<file path="config.mk">
export PLATFORM = sky130hd
export DESIGN_NAME = mrr_top
export DESIGN_NICKNAME = d
export VERILOG_FILES = /design/src/rtl/mrr_pkg.sv /design/src/rtl/mrr_top.sv
export SDC_FILE = /design/constraint.sdc
export NUM_CORES = 1
export LEC_CHECK = 0
export BUFFER_PORTS_ARGS = -buffer_cell sky130_fd_sc_hd__buf_4
export CORE_MARGIN = 3
export CORE_UTILIZATION = 45
export DETAILED_ROUTE_END_ITERATION = 8
export MAX_ROUTING_LAYER = met4
export PLACE_DENSITY_LB_ADDON = 0.1
export RECOVER_POWER = 25
export SLEW_MARGIN = 20
export SYNTH_ARGS = -nofsm -noshare
export SYNTH_HDL_FRONTEND = slang
export SYNTH_SLANG_ARGS = --single-unit
export TNS_END_PERCENT = 10
</file>
<file path="constraint.sdc">
create_clock -name clk_sys -period 5.7 [get_ports clk_sys]
set_clock_uncertainty 0.2 [all_clocks]
set_input_delay 0.57 -clock clk_sys [delete_from_list [all_inputs] [get_ports clk_sys]]
set_output_delay 0.57 -clock clk_sys [all_outputs]
set_load 0.02 [all_outputs]
</file>
<file path="src/rtl/mrr_pkg.sv">
/*
 motion report register group: shared register map, field layout,
 reset values, full-scale limits and the carrier structs.
 assumes a serial-port front end on the same clock that turns each
 register access into a one-cycle request.
*/
package mrr_pkg;

   // register addresses
   localparam logic [6:0] ADDR_STATUS = 7'h02;
   localparam logic [6:0] ADDR_X_DISP = 7'h03;
   localparam logic [6:0] ADDR_Y_DISP = 7'h04;
   localparam logic [6:0] ADDR_QUALITY = 7'h05;
   localparam logic [6:0] ADDR_PIX_SUM = 7'h06;
   localparam logic [6:0] ADDR_BRIGHT = 7'h07;
   localparam logic [6:0] ADDR_RSVD_A = 7'h08;
   localparam logic [6:0] ADDR_RSVD_B = 7'h09;
   localparam logic [6:0] ADDR_FLUSH = 7'h12;

   // status byte field positions
   localparam int BIT_PENDING = 7;
   localparam int BIT_OVERFLOW = 4;
   localparam int BIT_CPI = 0;

   // reset and fill values
   localparam logic [7:0] BYTE_ZERO = 8'h00;
   localparam logic [1:0] BRIGHT_PAD = 2'h0;

   // eight-bit report limits
   localparam logic signed [7:0] DISP_MAX = 8'sh7F;
   localparam logic signed [7:0] DISP_MIN = 8'sh80;

   // frame statistic ceilings
   localparam logic [7:0] QUALITY_MAX = 8'hA9;
   localparam logic [7:0] PIX_SUM_MAX = 8'hDD;

   // one register access from the serial front end
   typedef struct packed {
      logic rd;
      logic wr;
      logic [6:0] addr;
      logic [7:0] wdata;
   } mrr_req_s;

   // results of one navigation frame
   typedef struct packed {
      logic valid;
      logic signed [7:0] dx;
      logic signed [7:0] dy;
      logic [9:0] features;
      logic [15:0] pix_sum;
      logic [5:0] bright;
   } mrr_frame_s;

endpackage

</file>
<file path="src/rtl/mrr_top.sv">
/*
 motion report registers: displacement accumulators, status byte,
 freeze-on-read snapshot, clear-on-read displacement, flush, and the
 per-frame quality, pixel sum and brightest pixel registers.
 assumes the serial front end and frame engine share clk_sys and give
 at most one register access per cycle.
*/
// Notes on behaviour
// status byte is readable at address 0x02
// pending bit is set while accumulated displacement is waiting
// overflow bit is set when either accumulator has overflowed
// status bit zero reports resolution: 0 is 400, 1 is 800 cpi
// reading status freezes X and Y into a snapshot
// a second status read overwrites the unread snapshot
// reader should fetch status, X, Y in sequence
// accumulators are wider than eight bits; overflow sets the flag
// overflow clears after a displacement read when not at full scale
// while overflowed data is pending, reports saturate at full scale
// reader repeats status, X, Y reads until pending clears
// any write to 0x12 discards all accumulated displacement
// X register at 0x03 is eight-bit signed and clears when read
// Y register at 0x04 is eight-bit signed and clears when read
// quality register at 0x05 is features over four, at most 169
// pixel sum register at 0x06 is upper sum byte, at most 221
// brightest register at 0x07 is six bits, upper two bits zero
// each frame outside power down adds its displacement; nonzero sets pending
`timescale 1ns/1ps

module mrr_top #(
   parameter int ACC_W = 13
) (
   // clock and reset
   input wire logic clk_sys,
   input wire logic rst,
   // register access from the serial front end
   input wire mrr_pkg::mrr_req_s req,
   output logic rd_valid,
   output logic [7:0] rd_data,
   // frame engine results
   input wire mrr_pkg::mrr_frame_s frame,
   // configuration and power state
   input wire logic cpi_select,
   input wire logic power_down_state
);

   ////////////////////////////////////////////////////////////////////
   // parameter check
   if (ACC_W < 9 || ACC_W > 24) begin : g_bad_width
      $error("mrr_top: ACC_W must be 9 to 24");
   end

   localparam int EW = ACC_W + 2;
   localparam logic signed [ACC_W-1:0] ACC_MAX =
      {1'b0, {(ACC_W-1){1'b1}}};
   localparam logic signed [ACC_W-1:0] ACC_MIN =
      {1'b1, {(ACC_W-1){1'b0}}};

   // clamp an accumulator to the eight-bit report range
   function automatic logic signed [7:0] clamp8(
      input logic signed [ACC_W-1:0] v);
      if (v > ACC_W'(mrr_pkg::DISP_MAX)) begin
         return mrr_pkg::DISP_MAX;
      end
      if (v < ACC_W'(mrr_pkg::DISP_MIN)) begin
         return mrr_pkg::DISP_MIN;
      end
      return v[7:0];
   endfunction

   // clamp a wide sum to the accumulator range
   function automatic logic signed [ACC_W-1:0] clamp_acc(
      input logic signed [EW-1:0] s);
      if (s > EW'(ACC_MAX)) begin
         return ACC_MAX;
      end
      if (s < EW'(ACC_MIN)) begin
         return ACC_MIN;
      end
      return s[ACC_W-1:0];
   endfunction

   // true when a wide sum left the accumulator range
   function automatic logic out_of_range(input logic signed [EW-1:0] s);
      return (s > EW'(ACC_MAX)) || (s < EW'(ACC_MIN));
   endfunction

   // true when an accumulator sits at either full scale
   function automatic logic at_full(input logic signed [ACC_W-1:0] v);
      return (v == ACC_MAX) || (v == ACC_MIN);
   endfunction

   ////////////////////////////////////////////////////////////////////
   // access decode
   logic rd_status, rd_x, rd_y, wr_flush;
   assign rd_status = req.rd && (req.addr == mrr_pkg::ADDR_STATUS);
   assign rd_x = req.rd && (req.addr == mrr_pkg::ADDR_X_DISP);
   assign rd_y = req.rd && (req.addr == mrr_pkg::ADDR_Y_DISP);
   assign wr_flush = req.wr && (req.addr == mrr_pkg::ADDR_FLUSH);

   ////////////////////////////////////////////////////////////////////
   // motion state
   logic signed [ACC_W-1:0] acc_x_r, acc_y_r, acc_x_nxt, acc_y_nxt;
   logic signed [7:0] snap_x_r, snap_y_r, snap_x_nxt, snap_y_nxt;
   logic pending_r, pending_nxt, ovf_r, ovf_nxt;
   logic signed [7:0] take_x, take_y;
   logic signed [EW-1:0] sum_x, sum_y;
   logic ovf_set, ovf_clr;

   // accumulate frames, hand out snapshots, track overflow
   always_comb begin
      take_x = rd_status ? clamp8(acc_x_r) : mrr_pkg::DISP_MIN;
      take_y = rd_status ? clamp8(acc_y_r) : mrr_pkg::DISP_MIN;
      sum_x = EW'(acc_x_r);
      sum_y = EW'(acc_y_r);
      if (rd_status) begin
         sum_x = sum_x - EW'(take_x);
         sum_y = sum_y - EW'(take_y);
      end
      if (wr_flush || power_down_state) begin
         sum_x = '0;
         sum_y = '0;
      end
      if (frame.valid && !power_down_state) begin
         sum_x = sum_x + EW'(frame.dx);
         sum_y = sum_y + EW'(frame.dy);
      end
      ovf_set = out_of_range(sum_x) || out_of_range(sum_y);
      acc_x_nxt = clamp_acc(sum_x);
      acc_y_nxt = clamp_acc(sum_y);
      pending_nxt = (acc_x_nxt != '0) || (acc_y_nxt != '0);
      // snapshot: status read overwrites, displacement read clears
      snap_x_nxt = snap_x_r;
      snap_y_nxt = snap_y_r;
      if (rd_status) begin
         snap_x_nxt = take_x;
         snap_y_nxt = take_y;
      end
      if (rd_x) begin
         snap_x_nxt = '0;
      end
      if (rd_y) begin
         snap_y_nxt = '0;
      end
      if (wr_flush || power_down_state) begin
         snap_x_nxt = '0;
         snap_y_nxt = '0;
      end
      // a new overflow wins over any clear in the same cycle
      ovf_clr = ((rd_x || rd_y) && !at_full(acc_x_nxt)
                 && !at_full(acc_y_nxt))
                || wr_flush || power_down_state;
      ovf_nxt = ovf_set || (ovf_r && !ovf_clr);
   end

   // motion state registers
   always_ff @(posedge clk_sys) begin
      if (rst) begin
         acc_x_r <= '0;
         acc_y_r <= '0;
         snap_x_r <= '0;
         snap_y_r <= '0;
         pending_r <= 1'b0;
         ovf_r <= 1'b0;
      end else begin
         acc_x_r <= acc_x_nxt;
         acc_y_r <= acc_y_nxt;
         snap_x_r <= snap_x_nxt;
         snap_y_r <= snap_y_nxt;
         pending_r <= pending_nxt;
         ovf_r <= ovf_nxt;
      end
   end

   ////////////////////////////////////////////////////////////////////
   // frame statistics
   logic [7:0] quality_r, quality_nxt, pix_sum_r, pix_sum_nxt;
   logic [5:0] bright_r, bright_nxt;

   // capture per-frame figures, quality and pixel sum clipped to their ceilings
   always_comb begin
      quality_nxt = quality_r;
      pix_sum_nxt = pix_sum_r;
      bright_nxt = bright_r;
      if (frame.valid) begin
         quality_nxt = (frame.features[9:2] > mrr_pkg::QUALITY_MAX)
            ? mrr_pkg::QUALITY_MAX : frame.features[9:2];
         pix_sum_nxt = (frame.pix_sum[15:8] > mrr_pkg::PIX_SUM_MAX)
            ? mrr_pkg::PIX_SUM_MAX : frame.pix_sum[15:8];
         bright_nxt = frame.bright;
      end
   end

   // statistic registers
   always_ff @(posedge clk_sys) begin
      if (rst) begin
         quality_r <= mrr_pkg::BYTE_ZERO;
         pix_sum_r <= mrr_pkg::BYTE_ZERO;
         bright_r <= '0;
      end else begin
         quality_r <= quality_nxt;
         pix_sum_r <= pix_sum_nxt;
         bright_r <= bright_nxt;
      end
   end

   ////////////////////////////////////////////////////////////////////
   // read data path
   logic [7:0] status_byte, rd_data_nxt;
   logic rd_valid_r;
   logic [7:0] rd_data_r;

   // status byte assembly, reserved bits zero
   always_comb begin
      status_byte = mrr_pkg::BYTE_ZERO;
      status_byte[mrr_pkg::BIT_PENDING] = pending_r;
      status_byte[mrr_pkg::BIT_OVERFLOW] = ovf_r;
      status_byte[mrr_pkg::BIT_CPI] = cpi_select;
   end

   // read mux; unmapped and reserved addresses read zero
   always_comb begin
      unique case (req.addr)
         mrr_pkg::ADDR_STATUS: rd_data_nxt = status_byte;
         mrr_pkg::ADDR_X_DISP: rd_data_nxt = snap_x_r;
         mrr_pkg::ADDR_Y_DISP: rd_data_nxt = snap_y_r;
         mrr_pkg::ADDR_QUALITY: rd_data_nxt = quality_r;
         mrr_pkg::ADDR_PIX_SUM: rd_data_nxt = pix_sum_r;
         mrr_pkg::ADDR_BRIGHT: rd_data_nxt =
            {mrr_pkg::BRIGHT_PAD, bright_r};
         default: rd_data_nxt = mrr_pkg::BYTE_ZERO;
      endcase
   end

   // read answer registers
   always_ff @(posedge clk_sys) begin
      if (rst) begin
         rd_valid_r <= 1'b0;
         rd_data_r <= mrr_pkg::BYTE_ZERO;
      end else begin
         rd_valid_r <= req.rd;
         rd_data_r <= req.rd ? rd_data_nxt : rd_data_r;
      end
   end

   assign rd_valid = rd_valid_r;
   assign rd_data = rd_data_r;
endmodule

</file>
==> flow_summary_export.csv <==
group,metric,value,unit
layout,nets,1170,
hold_path,whs_path_depth,2,
layout,fillers,1192,
routing,routed_wirelength,21200,um
global_route,antenna_found_initial,0,
logic_synthesis,ys_seq_elements,75,
clocking,clock_latency,0.34,ns
power,p_leak,3.90,nW
hold_path,hp-class,"reg2reg",
routing,firstDrtPassIters,5,
global_route,grt_overflow,0,
timing,post-route-min-period,5.55,ns
place,placed_cell_area,8080,sq um
routing,drc_errors,0,
floorplanning,coreArea,13500,sq um
timing,fmaxAchievable,0.180,GHz
timing,hold_violations,0,
logic_synthesis,synthesis.nets,969,
clocking,clock-root-buffer,"clkbuf_16",
global_route,grt_usage,26.8,%
critical_path,startpoint_type,"input pin",
critical_path,critPathMaxStageDelay,0.52,ns
timing,fin_tns_setup,0,ns
timing,slew_headroom,-1.96,%
timing,setup_viol,0,
global_route,grt_max_degree,61,
critical_path,cp-end-kind,"flip-flop",
clocking,numClockSinks,75,
routing,detail-route-antenna-nets,0,
floorplanning,die_width,125,um
power,internal_power,1.26,mW
logic_synthesis,yosysWarnings,0,
logic_synthesis,yosys_most_used_dff,"dfxtp_1",
critical_path,crit_required,5.78,ns
power,p_sw_share,31.9,%
logic_synthesis,synth_edf_count,0,
logic_synthesis,synth-async-reset-ratio,0,%
logic_synthesis,synthesis.area,6350,sq um
clocking,clockBufferDepth,2,
clocking,cts_hold_buf,0,
layout,fin_util,65.1,%
critical_path,worstPathArrival,5.63,ns
timing,rsz0062_at_grt,"true",
routing,vias,7049,
clocking,cts_htree_levels,3,
routing,detail_route.wl_per_cell,17.3,um
critical_path,slowest_stage,"or4b_4",
layout,final_cell_mix,"buf_4, nor2_1, nand2_1",
layout,fin_area,8790,sq um
logic_synthesis,ys_types,68,
timing,worst_slew_pin_slew,1.53,ns
flow_run,drv_cap,1,
critical_path,r2r_cells,24,
clocking,cts_tree,"done",
critical_path,path_class,"in2reg",
layout,layout-drive-gt1-share,29.1,%
power,p_sw,0.590,mW
logic_synthesis,syn_inst,840,
clocking,clkTransAtPathRegs,0.06,ns
power,p_seq_share,31.6,%
floorplanning,rows,42,
logic_synthesis,syn_avg_cell_area,7.57,sq um
global_route,grt_first_pass_wirelength,33600,um
floorplanning,pin_count,79,
routing,vias_per_cell,5.77,
place,hpwl,16600,um
layout,final_common_cell,"buf_4",
layout,syn_to_final_growth,38.3,%
logic_synthesis,synth.area.top_cells,"dfxtp_1, ha_1, a21oi_1",
power,power.clock.fraction,33.0,%
logic_synthesis,seq_area_frac_synth,23.6,%
power,combPwrFrac,35.4,%
timing,period_share,97.3,%
power,p_total,1.85,mW
status,outcome,"complete, but fails checks",
floorplanning,die-height,125,um
power,powerDensity,210,nW/um^2
logic_synthesis,synth_top_area_share,23.6,%
floorplanning,die-area,15600,sq um
status,violations,"max-capacitance violations, max-slew violations",
routing,drt-initial-drc-count,490,
power,ir_worst_vdd,171,uV
critical_path,crit_fanout,3,
place,portBuffers,60,
clocking,cts_made_buffers,9,
global_route,grt_pass1_vias,6634,
layout,antenna_cells,0,
floorplanning,start_util,47.1,%
place,place_congestion,0.929,
timing,finalMaxSlewViolations,28,
logic_synthesis,synth_top_area_cell,"dfxtp_1",
[sequential cells by signal, summed over array words and instances, names as in the netlist]
name / cells
pix_sum_r: 8
snap_x_r: 8
rd_data: 8
quality_r: 8
acc_x_r: 13
bright_r: 6
acc_y_r: 13
ovf_r: 1
snap_y_r: 8
pending_r: 1
rd_valid: 1
[worst max-delay path, delay by kind of cell]
family	cells	cell delay (ns)
simple gates	8	1.61
xor+xnor	2	0.33
buf+inv	4	0.50
compound gates	9	1.74
fa+ha+maj	3	0.87
[cell families after synthesis]
group	count (synthesis)	share of synthesized area, %
and+or+nand+nor	324	24.4
AOI/OAI and AO/OA	262	26.4
DFF	75	23.6
adders and majority gates	59	12.1
buffers and inverters	52	3.47
xor gates and xnor gates	39	5.37
muxes	29	4.57
[stage by stage]
stage / instances / hold slack (ns) / worst slack [ns]
final: 1222 / 0.258 / 0.153
after global routing: 1222 / 0.287 / -0.0920
after CTS: 1216 / 0.261 / 0.00961
after detailed placement: 1200 / 0.253 / -0.562
after global placement: 1200 / 0.246 / -0.537
after floorplan: 840 / 0.231 / -0.0202
[power by group through the flow]
stage	clock network [mW]	registers, mW	logic (mW)
finish	0.610	0.584	0.653
global route	0.637	0.587	0.711
CTS	0.617	0.582	0.595
detailed placement	0	0.594	0.586
global placement	0	0.593	0.574
floorplan	0	0.583	0.336
[routing by layer]
metal / track usage, % / up-vias / share of wire, %
li1: - / 3482 / -
met1: 36.2 / 3364 / 47
met2: 42.7 / 180 / 47
met3: 4.59 / 23 / 4.6
met4: 4.91 / 0 / 1.5
met5: - / - / 0
[what timing repair did]
item,CTS,global route
pin swaps,1,30
setup buffers,0,6
setup endpoints to repair,26,26
gates resized for setup,7,72
[cell type report]
| cell class | count | area, sq um | area share (%) |
|---|---|---|---|
| Timing Repair Buffer | 226 | 1710 | 19.4 |
| Inverter | 16 | 60.1 | 0.684 |
| Sequential cell | 75 | 1500 | 17.1 |
| Multi-Input combinational cell | 713 | 4980 | 56.7 |
| Clock inverter | 6 | 88.8 | 1.01 |
| Clock buffer | 10 | 229 | 2.61 |
| Tap cell | 176 | 220 | 2.51 |
[synthesized netlist by cell type (6+ instances only)]
cell type  number
nand2_1        99
nor2_1         98
a21oi_1        95
dfxtp_1        75
ha_1           55
o21ai_0        44
mux2i_1        29
xnor2_1        22
nor2b_1        20
nand3_1        19
nor3_1         19
a21o_1         18
clkbuf_1       18
xor2_1         17
inv_1          15
o22ai_1        11
nand2b_1       10
o21a_1         10
and3_1          9
a211oi_1        8
a22oi_1         8
buf_2           8
nand4_1         8
a221o_1         7
a31oi_1         7
and2_1          7
buf_1           7
a41oi_1         6
[path summary, 6_finish.rpt]
path	start	end	slack, ns
max	req[10]	ovf_r	0.15
min	snap_x_r[7]	snap_x_r[7]	0.26
min reg2reg	snap_x_r[7]	snap_x_r[7]	0.26
max reg2reg	acc_x_r[10]	ovf_r	0.35
No activity file was read; power rests on OpenSTA's default activity.
